### config.mk
export PLATFORM = sky130hd
export DESIGN_NAME = imfc_slave
export DESIGN_NICKNAME = d
export VERILOG_FILES = /design/src/imfc_pkg.sv /design/src/imfc_slave.sv
export SDC_FILE = /design/constraint.sdc
export NUM_CORES = 1
export LEC_CHECK = 0
export BUFFER_PORTS_ARGS = -buffer_cell sky130_fd_sc_hd__buf_2
export CAP_MARGIN = 0
export CORE_UTILIZATION = 35
export CTS_CLUSTER_DIAMETER = 30
export CTS_CLUSTER_SIZE = 14
export DETAILED_ROUTE_END_ITERATION = 10
export GPL_TIMING_DRIVEN = 0
export PLACE_DENSITY_LB_ADDON = 0.12
export SLEW_MARGIN = 20
export SYNTH_ARGS = -nofsm -noshare
export SYNTH_HDL_FRONTEND = slang
export SYNTH_SLANG_ARGS = --single-unit
### constraint.sdc
create_clock -name clk -period 6.7 [get_ports clk]
set_input_delay 1.005 -clock clk [delete_from_list [all_inputs] [get_ports clk]]
set_output_delay 1.005 -clock clk [all_outputs]
set_load 0.02 [all_outputs]
### src/imfc_pkg.sv
// constants, field positions and state encodings for the two-wire switch slave
// assumes one 25 MHz system clock; all bus pins arrive asynchronously
// Operation
// - capture first two bytes after each START
// - freeze capture on bus lock-up
// - reading second capture register unfreezes it
// - stuck-high bit n blocks channel n
// - fault interrupt needs irq and preconnect enables
// - reading fault register clears it, releases pin
// - preconnect test runs on each new selection
// - long host low on pin resets all but the capture registers
// - own interrupt drive never seen as reset
// - lock-up interrupt only when irq enabled
// - release by read or after timeout
// - new lock-up asserts interrupt again
// - driven interrupt never resets device
// - slave only, scl input, sda open drain
// - start, address, direction, data, stop
// - start and stop are sda edges, scl high
// - data sampled while scl high
// - nine clocks per byte, receiver acknowledges
// - pointer restarts at zero, increments per byte
// - writes cycle through registers zero to two
// - reads cycle through all seven registers
// - basic mode always targets channel select
// - register map zero to six
// - reading lock-up register releases interrupt only when read release is selected, not timed release
package imfc_pkg;
  localparam logic [2:0] IMFC_REG_CHAN   = 3'h0;
  localparam logic [2:0] IMFC_REG_CONFIG = 3'h1;
  localparam logic [2:0] IMFC_REG_FLUSH  = 3'h2;
  localparam logic [2:0] IMFC_REG_LOCKUP = 3'h3;
  localparam logic [2:0] IMFC_REG_CAP0   = 3'h4;
  localparam logic [2:0] IMFC_REG_CAP1   = 3'h5;
  localparam logic [2:0] IMFC_REG_FAULT  = 3'h6;
  localparam logic [2:0] IMFC_LAST_WR    = 3'h2;
  localparam logic [2:0] IMFC_LAST_RD    = 3'h6;
  // configuration field positions
  localparam int IMFC_IRQ_ENABLE_BIT      = 0;
  localparam int IMFC_IRQ_RELEASE_SEL_BIT = 2;
  localparam int IMFC_BASIC_MODE_BIT      = 6;
  localparam int IMFC_PRECONNECT_TEST_BIT = 7;
  // reset values
  localparam logic [7:0] IMFC_CHAN_RST   = 8'h00;
  localparam logic [7:0] IMFC_CONFIG_RST = 8'h00;
  localparam logic [7:0] IMFC_FLUSH_RST  = 8'hFF;
  // timing
  localparam int IMFC_CLK_HZ             = 25_000_000;
  localparam int IMFC_RESET_PULSE_MIN_NS = 500;
  localparam int IMFC_RESET_CYC          = (IMFC_RESET_PULSE_MIN_NS * (IMFC_CLK_HZ / 1_000_000) + 999) / 1000;
  localparam int IMFC_IRQ_TIMEOUT_MS     = 2000;
  localparam int IMFC_IRQ_TIMEOUT_CYC    = IMFC_IRQ_TIMEOUT_MS * (IMFC_CLK_HZ / 1000);
  // downstream capture rise counts; the two ack slots are skipped
  localparam logic [4:0] IMFC_CAP0_LAST = 5'h07;
  localparam logic [4:0] IMFC_CAP_ACK   = 5'h08;
  localparam logic [4:0] IMFC_CAP1_LAST = 5'h10;
  localparam logic [4:0] IMFC_CAP_END   = 5'h11;
  typedef enum logic [2:0] {
    IMFC_IDLE, IMFC_ADDR, IMFC_ADDR_ACK, IMFC_WR, IMFC_WR_ACK, IMFC_RD, IMFC_RD_ACK
  } imfc_state_type;
endpackage : imfc_pkg

### src/imfc_slave.sv
// two-wire slave with register file, traffic capture, stuck-high faults and shared reset/irq pin
// assumes scl, sda, the reset pin and monitor lines are asynchronous and pulled up outside
`timescale 1ns/1ps
module imfc_slave #(
  parameter logic [6:0] SLAVE_ADDR  = 7'h70,                // bus address, arbitrary default
  parameter int         IRQ_TIMEOUT = imfc_pkg::IMFC_IRQ_TIMEOUT_CYC, // timed release count
  parameter int         RESET_CYC   = imfc_pkg::IMFC_RESET_CYC,       // least reset low count
  parameter bit         BASIC_ONLY  = 1'b0                  // build the basic-only variant
) (
  input  wire logic       clk,            // system clock
  input  wire logic       rst,            // synchronous reset, high
  input  wire logic       scl_in,         // host clock, input only
  input  wire logic       sda_in,         // host data level
  output logic            sda_out,        // data drive value, always low
  output logic            sda_oe,         // high pulls sda low
  input  wire logic       rst_irq_in,     // shared pin level
  output logic            rst_irq_out,    // drive value, always low
  output logic            rst_irq_oe,     // high while driving interrupt
  input  wire logic       mon_clk_in,     // monitored downstream_clock_line
  input  wire logic       mon_data_in,    // monitored downstream_data_line
  input  wire logic [7:0] lockup_status,  // lock-up indication from detector
  input  wire logic       lockup_event,   // one-cycle new lock-up pulse
  input  wire logic       preconnect_done, // one-cycle test result strobe
  input  wire logic [7:0] preconnect_fail, // channels that failed the test
  output logic [7:0]      chan_enable,    // channels connected to host bus
  output logic [7:0]      preconnect_req  // channels needing a test
);
  import imfc_pkg::*;

  typedef struct packed {
    logic [1:0]     scl_s, sda_s, pin_s, mc_s, md_s;
    logic           scl_d, sda_d, mc_d, md_d;
    imfc_state_type st;
    logic [3:0]     bitc;
    logic [7:0]     shift;
    logic [2:0]     ptr;
    logic           rd_effect;
    logic [7:0]     chan, cfg, flush, fault, pend;
    logic [7:0]     cap0, cap1, mshift;
    logic [4:0]     mbits;
    logic           mbusy, frozen;
    logic           irq;
    logic [31:0]    tmr;
    logic [15:0]    rlow;
    logic           sda_oe, chan_upd;
    logic [7:0]     chan_en, pre_req;
  } imfc_state_t_type;

  imfc_state_t_type s_reg, s_next;

  // read data mux
  function automatic logic [7:0] rd_val(input imfc_state_t_type s, input logic [2:0] p, input logic [7:0] lk);
    case (p)
      IMFC_REG_CHAN:   rd_val = s.chan;
      IMFC_REG_CONFIG: rd_val = s.cfg;
      IMFC_REG_FLUSH:  rd_val = s.flush;
      IMFC_REG_LOCKUP: rd_val = lk;
      IMFC_REG_CAP0:   rd_val = s.cap0;
      IMFC_REG_CAP1:   rd_val = s.cap1;
      IMFC_REG_FAULT:  rd_val = s.fault;
      default:         rd_val = 8'h00;
    endcase
  endfunction : rd_val

  logic scl_rise, scl_fall, start_c, stop_c, basic, mrise, mstart, mstop, pin_rst;
  logic [7:0] fault_irq_src;

  // ***************************************************
  // next state
  // ***************************************************
  always_comb begin
    s_next = s_reg;
    // two-flop synchronisers; only the second stage is read
    s_next.scl_s = {s_reg.scl_s[0], scl_in};
    s_next.sda_s = {s_reg.sda_s[0], sda_in};
    s_next.pin_s = {s_reg.pin_s[0], rst_irq_in};
    s_next.mc_s  = {s_reg.mc_s[0], mon_clk_in};
    s_next.md_s  = {s_reg.md_s[0], mon_data_in};
    s_next.scl_d = s_reg.scl_s[1];
    s_next.sda_d = s_reg.sda_s[1];
    s_next.mc_d  = s_reg.mc_s[1];
    s_next.md_d  = s_reg.md_s[1];
    scl_rise = s_reg.scl_s[1] & ~s_reg.scl_d;
    scl_fall = ~s_reg.scl_s[1] & s_reg.scl_d;
    start_c  = s_reg.scl_s[1] & s_reg.scl_d & s_reg.sda_d & ~s_reg.sda_s[1];
    stop_c   = s_reg.scl_s[1] & s_reg.scl_d & ~s_reg.sda_d & s_reg.sda_s[1];
    basic    = BASIC_ONLY | s_reg.cfg[IMFC_BASIC_MODE_BIT];
    s_next.chan_upd = 1'b0;

    // protocol engine: sample on scl rise, change sda on scl fall
    case (s_reg.st)
      IMFC_IDLE: ;
      IMFC_ADDR: if (scl_rise) begin
        s_next.shift = {s_reg.shift[6:0], s_reg.sda_s[1]};
        s_next.bitc  = s_reg.bitc + 4'h1;
      end else if (scl_fall && s_reg.bitc == 4'h8) begin
        if (s_reg.shift[7:1] == SLAVE_ADDR) begin
          s_next.sda_oe = 1'b1;
          s_next.st     = IMFC_ADDR_ACK;
        end else
          s_next.st = IMFC_IDLE;
      end
      IMFC_ADDR_ACK: if (scl_fall) begin
        s_next.bitc = 4'h0;
        if (s_reg.shift[0]) begin
          s_next.shift  = basic ? s_reg.chan : rd_val(s_reg, s_reg.ptr, lockup_status);
          s_next.sda_oe = ~s_next.shift[7];
          s_next.st     = IMFC_RD;
        end else begin
          s_next.sda_oe = 1'b0;
          s_next.st     = IMFC_WR;
        end
      end
      IMFC_WR: if (scl_rise) begin
        s_next.shift = {s_reg.shift[6:0], s_reg.sda_s[1]};
        s_next.bitc  = s_reg.bitc + 4'h1;
      end else if (scl_fall && s_reg.bitc == 4'h8) begin
        s_next.sda_oe = 1'b1;
        s_next.st     = IMFC_WR_ACK;
        if (basic) begin
          s_next.chan = s_reg.shift;
        end else begin
          case (s_reg.ptr)
            IMFC_REG_CHAN:   s_next.chan  = s_reg.shift;
            IMFC_REG_CONFIG: s_next.cfg   = s_reg.shift;
            IMFC_REG_FLUSH:  s_next.flush = s_reg.shift;
            default: ;
          endcase
          s_next.ptr = (s_reg.ptr == IMFC_LAST_WR) ? IMFC_REG_CHAN : s_reg.ptr + 3'h1;
        end
      end
      IMFC_WR_ACK: if (scl_fall) begin
        s_next.sda_oe = 1'b0;
        s_next.bitc   = 4'h0;
        s_next.st     = IMFC_WR;
      end
      IMFC_RD: if (scl_fall) begin
        s_next.bitc = s_reg.bitc + 4'h1;
        if (s_reg.bitc == 4'h7) begin
          s_next.sda_oe    = 1'b0;                            // master acknowledges
          s_next.rd_effect = 1'b1;
          s_next.st        = IMFC_RD_ACK;
        end else begin
          s_next.shift  = {s_reg.shift[6:0], 1'b0};
          s_next.sda_oe = ~s_reg.shift[6];
        end
      end
      IMFC_RD_ACK: if (scl_rise) begin
        if (s_reg.sda_s[1]) s_next.st = IMFC_IDLE;            // nack ends read
      end else if (scl_fall) begin
        s_next.ptr    = basic ? IMFC_REG_CHAN :
                        (s_reg.ptr == IMFC_LAST_RD) ? IMFC_REG_CHAN : s_reg.ptr + 3'h1;
        s_next.shift  = basic ? s_reg.chan : rd_val(s_reg, s_next.ptr, lockup_status);
        s_next.sda_oe = ~s_next.shift[7];
        s_next.bitc   = 4'h0;
        s_next.st     = IMFC_RD;
      end
      default: s_next.st = IMFC_IDLE;
    endcase

    // post-shift read side effects
    if (s_reg.rd_effect) begin
      s_next.rd_effect = 1'b0;
      if (!basic) begin
        if (s_reg.ptr == IMFC_REG_FAULT) begin
          s_next.fault = 8'h00;
          s_next.irq   = 1'b0;
        end
        if (s_reg.ptr == IMFC_REG_LOCKUP && !s_reg.cfg[IMFC_IRQ_RELEASE_SEL_BIT])
          s_next.irq = 1'b0;
        if (s_reg.ptr == IMFC_REG_CAP1) s_next.frozen = 1'b0;
      end
    end

    if (start_c) begin
      s_next.st = IMFC_ADDR;
      s_next.bitc = 4'h0;
      s_next.sda_oe = 1'b0;
      s_next.ptr = IMFC_REG_CHAN;
    end
    if (stop_c) begin
      s_next.st = IMFC_IDLE;
      s_next.sda_oe = 1'b0;
      s_next.chan_upd = 1'b1;
    end

    // preconnect test and channel gating
    if (s_reg.chan_upd) begin
      if (s_reg.cfg[IMFC_PRECONNECT_TEST_BIT] && !basic)
        s_next.pend = s_reg.chan & ~s_reg.chan_en;
      s_next.chan_en = s_reg.chan & ~s_reg.fault &
                       ~((s_reg.cfg[IMFC_PRECONNECT_TEST_BIT] && !basic) ? (s_reg.chan & ~s_reg.chan_en) : 8'h00);
    end
    if (preconnect_done) begin
      fault_irq_src  = s_reg.pend & preconnect_fail;
      s_next.fault   = s_next.fault | fault_irq_src;
      s_next.chan_en = s_next.chan_en | (s_reg.pend & ~preconnect_fail & s_reg.chan);
      s_next.pend    = 8'h00;
      if (fault_irq_src != 8'h00 && s_reg.cfg[IMFC_IRQ_ENABLE_BIT] && s_reg.cfg[IMFC_PRECONNECT_TEST_BIT])
        s_next.irq = 1'b1;
    end else
      fault_irq_src = 8'h00;
    s_next.chan_en = s_next.chan_en & ~s_next.fault;
    s_next.pre_req = s_next.pend;

    // downstream traffic capture
    mrise  = s_reg.mc_s[1] & ~s_reg.mc_d;
    mstart = s_reg.mc_s[1] & s_reg.mc_d & s_reg.md_d & ~s_reg.md_s[1];
    mstop  = s_reg.mc_s[1] & s_reg.mc_d & ~s_reg.md_d & s_reg.md_s[1];
    if (mstart) begin
      s_next.mbits = 5'h00;
      s_next.mbusy = 1'b1;
    end else if (mstop)
      s_next.mbusy = 1'b0;
    else if (mrise && s_reg.mbusy && !s_reg.frozen) begin
      // saturate so a long frame never wraps back into the capture window
      if (s_reg.mbits != IMFC_CAP_END) s_next.mbits = s_reg.mbits + 5'h01;
      if (s_reg.mbits != IMFC_CAP_ACK && s_reg.mbits < IMFC_CAP_END) begin
        s_next.mshift = {s_reg.mshift[6:0], s_reg.md_s[1]};
        if (s_reg.mbits == IMFC_CAP0_LAST) s_next.cap0 = {s_reg.mshift[6:0], s_reg.md_s[1]};
        if (s_reg.mbits == IMFC_CAP1_LAST) s_next.cap1 = {s_reg.mshift[6:0], s_reg.md_s[1]};
      end
    end
    if (lockup_event) s_next.frozen = 1'b1;

    // lock-up interrupt, set wins over clear
    if (s_reg.irq && s_reg.cfg[IMFC_IRQ_RELEASE_SEL_BIT]) begin
      s_next.tmr = s_reg.tmr + 32'h1;
      if (s_reg.tmr >= 32'(IRQ_TIMEOUT - 1)) s_next.irq = 1'b0;
    end else
      s_next.tmr = 32'h0;
    if (lockup_event && s_reg.cfg[IMFC_IRQ_ENABLE_BIT]) begin
      s_next.irq = 1'b1;
      s_next.tmr = 32'h0;
    end
    // a write that clears the enable drops the pin in the same cycle
    if (!s_next.cfg[IMFC_IRQ_ENABLE_BIT]) s_next.irq = 1'b0;

    // host reset: count low only while we are not driving the pin
    if (!s_reg.pin_s[1] && !s_reg.irq)
      s_next.rlow = (s_reg.rlow == 16'hFFFF) ? s_reg.rlow : s_reg.rlow + 16'h1;
    else
      s_next.rlow = 16'h0;
    pin_rst = s_reg.rlow >= 16'(RESET_CYC);
    s_next.sda_oe = s_next.sda_oe & ~pin_rst;
    if (pin_rst) begin
      s_next.st = IMFC_IDLE;
      s_next.chan = IMFC_CHAN_RST;
      s_next.cfg = IMFC_CONFIG_RST;
      s_next.flush = IMFC_FLUSH_RST;
      s_next.fault = 8'h00;
      s_next.pend = 8'h00;
      s_next.chan_en = 8'h00;
      s_next.pre_req = 8'h00;
      s_next.frozen = 1'b0;
      s_next.irq = 1'b0;
    end
  end

  // ***************************************************
  // state register
  // ***************************************************
  always_ff @(posedge clk) begin
    if (rst) begin
      s_reg <= '0;
      s_reg.scl_s <= 2'h3;
      s_reg.sda_s <= 2'h3;
      s_reg.pin_s <= 2'h3;
      s_reg.scl_d <= 1'b1;
      s_reg.sda_d <= 1'b1;
      // monitor lines idle high too; a low preload would fake an edge
      s_reg.mc_s <= 2'h3;
      s_reg.md_s <= 2'h3;
      s_reg.mc_d <= 1'b1;
      s_reg.md_d <= 1'b1;
      s_reg.st <= IMFC_IDLE;
      s_reg.flush <= IMFC_FLUSH_RST;
    end else
      s_reg <= s_next;
  end

  // outputs straight from the state flops; drive values tied low
  assign sda_out        = 1'b0;
  assign sda_oe         = s_reg.sda_oe;
  assign rst_irq_out    = 1'b0;
  assign rst_irq_oe     = s_reg.irq;
  assign chan_enable    = s_reg.chan_en;
  assign preconnect_req = s_reg.pre_req;

  // ***************************************************
  // checks
  // ***************************************************
  property p_fault_block;
    @(posedge clk) disable iff (rst) (chan_enable & s_reg.fault) == 8'h00;
  endproperty
  a_fault_block: assert property (p_fault_block) else $error("faulty channel connected");

  property p_irq_needs_en;
    @(posedge clk) disable iff (rst) rst_irq_oe |-> s_reg.cfg[IMFC_IRQ_ENABLE_BIT];
  endproperty
  a_irq_needs_en: assert property (p_irq_needs_en) else $error("irq without enable");

  property p_lock_irq;
    @(posedge clk) disable iff (rst)
      (lockup_event && s_reg.cfg[IMFC_IRQ_ENABLE_BIT] && s_reg.rlow < 16'(RESET_CYC - 1)) |=> rst_irq_oe;
  endproperty
  a_lock_irq: assert property (p_lock_irq) else $error("lock-up did not raise irq");

  property p_freeze;
    @(posedge clk) disable iff (rst)
      (s_reg.frozen && !s_reg.rd_effect && !pin_rst) |=> $stable(s_reg.cap0) && $stable(s_reg.cap1);
  endproperty
  a_freeze: assert property (p_freeze) else $error("capture changed while frozen");

  property p_no_self_reset;
    @(posedge clk) disable iff (rst) rst_irq_oe |=> s_reg.rlow == 16'h0;
  endproperty
  a_no_self_reset: assert property (p_no_self_reset) else $error("own irq counted as reset");

  property p_start_ptr;
    @(posedge clk) disable iff (rst) (start_c && !pin_rst) |=> s_reg.ptr == IMFC_REG_CHAN && s_reg.st == IMFC_ADDR;
  endproperty
  a_start_ptr: assert property (p_start_ptr) else $error("pointer not restarted");

  property p_reset_clears;
    @(posedge clk) disable iff (rst) pin_rst |=> chan_enable == 8'h00 && s_reg.chan == IMFC_CHAN_RST;
  endproperty
  a_reset_clears: assert property (p_reset_clears) else $error("pin reset incomplete");

  property p_wr_ptr;
    @(posedge clk) disable iff (rst) s_reg.st == IMFC_WR |-> s_reg.ptr <= IMFC_LAST_WR;
  endproperty
  a_wr_ptr: assert property (p_wr_ptr) else $error("write pointer past two");

  property p_sda_moves;
    @(posedge clk) disable iff (rst)
      $changed(sda_oe) |-> $past(scl_fall || start_c || stop_c || pin_rst);
  endproperty
  a_sda_moves: assert property (p_sda_moves) else $error("sda drive changed with scl high");

  property p_addr_ack;
    @(posedge clk) disable iff (rst)
      (s_reg.st == IMFC_ADDR && scl_fall && s_reg.bitc == 4'h8 && s_reg.shift[7:1] == SLAVE_ADDR &&
       !start_c && !stop_c && !pin_rst) |=> sda_oe;
  endproperty
  a_addr_ack: assert property (p_addr_ack) else $error("own address not acknowledged");

  property p_fault_irq;
    @(posedge clk) disable iff (rst)
      $rose(rst_irq_oe) |-> $past(s_reg.cfg[IMFC_IRQ_ENABLE_BIT]) &&
        ($past(lockup_event) || $past(preconnect_done && s_reg.cfg[IMFC_PRECONNECT_TEST_BIT]));
  endproperty
  a_fault_irq: assert property (p_fault_irq) else $error("irq raised without its enables");

  property p_fault_clear;
    @(posedge clk) disable iff (rst)
      (s_reg.rd_effect && s_reg.ptr == IMFC_REG_FAULT && !basic && !preconnect_done && !lockup_event)
      |=> s_reg.fault == 8'h00 && !rst_irq_oe;
  endproperty
  a_fault_clear: assert property (p_fault_clear) else $error("fault read did not clear");

  property p_timed_release;
    @(posedge clk) disable iff (rst)
      (s_reg.irq && s_reg.cfg[IMFC_IRQ_RELEASE_SEL_BIT] && s_reg.tmr >= 32'(IRQ_TIMEOUT - 1) &&
       !lockup_event && !preconnect_done) |=> !rst_irq_oe;
  endproperty
  a_timed_release: assert property (p_timed_release) else $error("irq not released on timeout");

  property p_unfreeze;
    @(posedge clk) disable iff (rst)
      (s_reg.rd_effect && s_reg.ptr == IMFC_REG_CAP1 && !basic && !lockup_event) |=> !s_reg.frozen;
  endproperty
  a_unfreeze: assert property (p_unfreeze) else $error("capture stayed frozen after read");

  c_start:  cover property (@(posedge clk) start_c ##[1:1000] s_reg.st == IMFC_ADDR_ACK);
  c_read:   cover property (@(posedge clk) s_reg.st == IMFC_RD_ACK);
  c_irq:    cover property (@(posedge clk) $rose(rst_irq_oe));
  c_freeze: cover property (@(posedge clk) $rose(s_reg.frozen));
  c_fault:  cover property (@(posedge clk) preconnect_done && (preconnect_fail & s_reg.pend) != 8'h00);
endmodule : imfc_slave

==> flow_summary.yaml <==
critical_path:
  critPathRequiredTime_ns: 7.03
  rrSetupSlack_ns: 3.16
  timing.rr.start: "s_reg[141]$_SDFFE_PP0P_"
  critical_path_class: "register to register"
  start_kind: "register"
  path_max_fanout: 10
  rr_worst_depth: 9
  crit_path_end_kind: "register"
  arrival_ns: 3.87
  r2r_end: "s_reg[146]$_SDFFE_PP0P_"
hold_path:
  hp-class: "register to register"
  holdPathStages: 1
  min-delay-start: "s_next[162]$_SDFF_PP1_"
  hold_end: "s_next[157]$_SDFF_PP1_"
synth:
  syn_area_um2: 8630
  avgSynthCellArea_um2: 8.57
  synth_top_family_by_area: "simple AND/OR/NAND/NOR gates"
  seq_area_frac_synth_pct: 37.6
  synth-edff-count: 0
  async_reset_ff_share_pct: 0
  synthFlopType: "dfxtp_1"
  ys_seq_elements: 162
  syn_inst: 1007
  synth_compound_area_share_pct: 17.6
  synth_fa_ha_area_share_pct: 1.88
  ys_types: 78
  synth_xor_area_share_pct: 4.16
  synth_mux_area_share_pct: 8.32
  synth_warnings: 0
  yosys.area_share.simple_pct: 24.9
place:
  placed_cell_area_um2: 9260
  place.detailed.hpwl_mm: 18.6
  io_buffer_count: 41
  gp_congestion: 0.904
finish:
  design_area_um2: 9860
  antennaDiodeCount: 0
  fin_nets: 1107
  layout-drive-gt1-share_pct: 14.5
  largest_reg_flops: 134
  final_core_util_pct: 40.7
  areaGrowthSynthToFinish_pct: 14.3
routing:
  wl_mm: 25.9
  drtIter0Drc: 498
  ant_nets: 0
  first_pass_iters: 6
  drcViolationCount: 0
  vias: 7705
  vias_per_cell: 5.48
  wl_per_cell_um: 18.5
cts:
  cts_resized: 0
  holdBufCountCts: 0
  htreeDepth: 4
  cts_buffers: 17
  clock-sinks: 162
  clk_pin_slew_ns: 0.07
  cts_tree: "built"
  cts_setup_buffers: 0
  cts_root_buffer: "clkbuf_16"
  clkLatencyLatePin_ns: 0.43
  clk_path_buf_depth: 2
timing:
  timing.fmax_mhz: 283
  timing.final.max_slew_violations: 0
  period_share_pct: 52.8
  whs_ns: 0.409
  max_slew_margin_pct: 26.4
  worstMarginPinSlew_ns: 1.10
  hold_viol_final: 0
  finalSetupViolations: 0
  finalSetupTns_ns: 0
  post-route-min-period_ns: 3.54
  skew_ns: 0.0158
  grt_setup_unrepaired: "false"
global_route:
  grt_use_total_pct: 20.6
  antenna_found_initial: 0
  grt_pass1_wl_mm: 41.3
  grt_max_degree: 18
  grt_pass1_vias: 7287
  gr-total-overflow: 0
power_and_ir_drop:
  peakVddDrop_mv: 0.125
  power_leakage_nw: 3.72
  p_total_mw: 2.07
  p_per_area_nw_per_um2: 209
die:
  io_pins: 45
  core_um2: 24200
  dieHeight_um: 159
  dieArea_um2: 25300
  die-width_um: 159
  initial_utilization_pct: 35.6
  rows: 57
status:
  run_status: "finished, final reports clean"
flow_run:
  cap_violations: 0
-- layer usage --
metal,routed length (µm),vias up,global-route usage (%)
met5,0,-,0
met4,728,0,7.78
met3,1440,44,3.54
met2,11300,249,31.3
met1,12500,3645,29.1
li1,-,3767,-
-- logic make-up (layout without fill, tap and decap cells) --
family | after synthesis | in the layout
multiplexers | 70 | 70
adder cells (fa/ha/maj) | 13 | 13
XOR/XNOR | 41 | 41
other | 1 | 2
flip-flops | 162 | 162
AND/OR/NAND/NOR | 397 | 397
buffers and inverters | 102 | 176
AO/OA/AOI/OAI | 221 | 221
-- report_power, final --
part	internal (mW)	switching, mW
clock	0.529	0.467
sequential	0.969	0.00779
combinational	0.0311	0.0610
-- worst max path at each step --
stage                                  from                        end  slack [ns]
finish              s_reg[141]$_SDFFE_PP0P_    s_reg[146]$_SDFFE_PP0P_        3.16
global route        s_reg[141]$_SDFFE_PP0P_    s_reg[142]$_SDFFE_PP0P_        2.98
CTS                 s_reg[141]$_SDFFE_PP0P_    s_reg[142]$_SDFFE_PP0P_        3.26
detailed placement  s_reg[141]$_SDFFE_PP0P_    s_reg[142]$_SDFFE_PP0P_        3.27
global placement                        rst  chan_enable[7]$_SDFF_PP0_        3.09
floorplan           s_reg[141]$_SDFFE_PP0P_    s_reg[143]$_SDFFE_PP0P_        4.18
-- critical path, cell delays in order (launching register included) --
cell and delay, ns:
dfxtp_1 0.52, buf_2 0.34, clkinv_1 0.30, ha_1 0.43
buf_1 0.52, nor2_1 0.18, a21oi_1 0.42, and2_1 0.28
a222oi_1 0.11, a311oi_1 0.33
-- synthesized netlist by cell type (15+ instances only) --
| master | n | area [µm²] |
|---|---|---|
| clkbuf_1 | 36 | 135 |
| xnor2_1 | 19 | 166 |
| nand3_1 | 37 | 185 |
| nand2_1 | 69 | 259 |
| mux2i_1 | 56 | 561 |
| a32oi_1 | 15 | 131 |
| dfxtp_1 | 162 | 3240 |
| or2_2 | 17 | 106 |
| nor2_1 | 116 | 435 |
| xor2_1 | 22 | 193 |
| buf_4 | 20 | 150 |
| o21ai_0 | 23 | 115 |
| nor3_1 | 24 | 120 |
| a21oi_1 | 63 | 315 |
| and2_1 | 15 | 93.8 |
| inv_1 | 26 | 97.6 |
| nor2b_1 | 16 | 100 |
-- area by class of cell --
cell class,instances,area (µm²)
plain buffers,75,373
clock buffers,17,425
clock inverters,15,169
fillers,2533,14400
inverters,27,101
multi-input cells,744,4930
flip-flops and latches,162,3240
well taps,324,405
repair buffers,42,213
-- cell usage in the layout, fill, tap and decap left out, types with 8 or more instances in the layout --
cell type	n
a21oi_1	63
a221oi_1	12
a22oi_1	12
a31oi_1	12
a32oi_1	15
and2_1	15
and3_1	9
buf_2	54
buf_4	21
clkbuf_1	36
clkbuf_16	17
dfxtp_1	162
ha_1	13
inv_1	26
mux2_2	14
mux2i_1	56
nand2_1	69
nand2b_1	9
nand3_1	37
nand4_1	12
nor2_1	116
nor2b_1	16
nor3_1	22
nor3b_1	10
o211ai_1	8
o21ai_0	23
o22ai_1	10
or2_2	17
or3_1	10
or4_1	8
xnor2_1	19
xor2_1	22
-- stage by stage --
step | setup WS [ns] | instances
4_1_cts | 3.26 | 1406
2_1_floorplan | 4.18 | 1008
3_5_place_dp | 3.27 | 1374
6_report | 3.16 | 1406
5_1_grt | 2.98 | 1406
3_3_place_gp | 3.09 | 1373
Power figures use the tool's default switching activity.
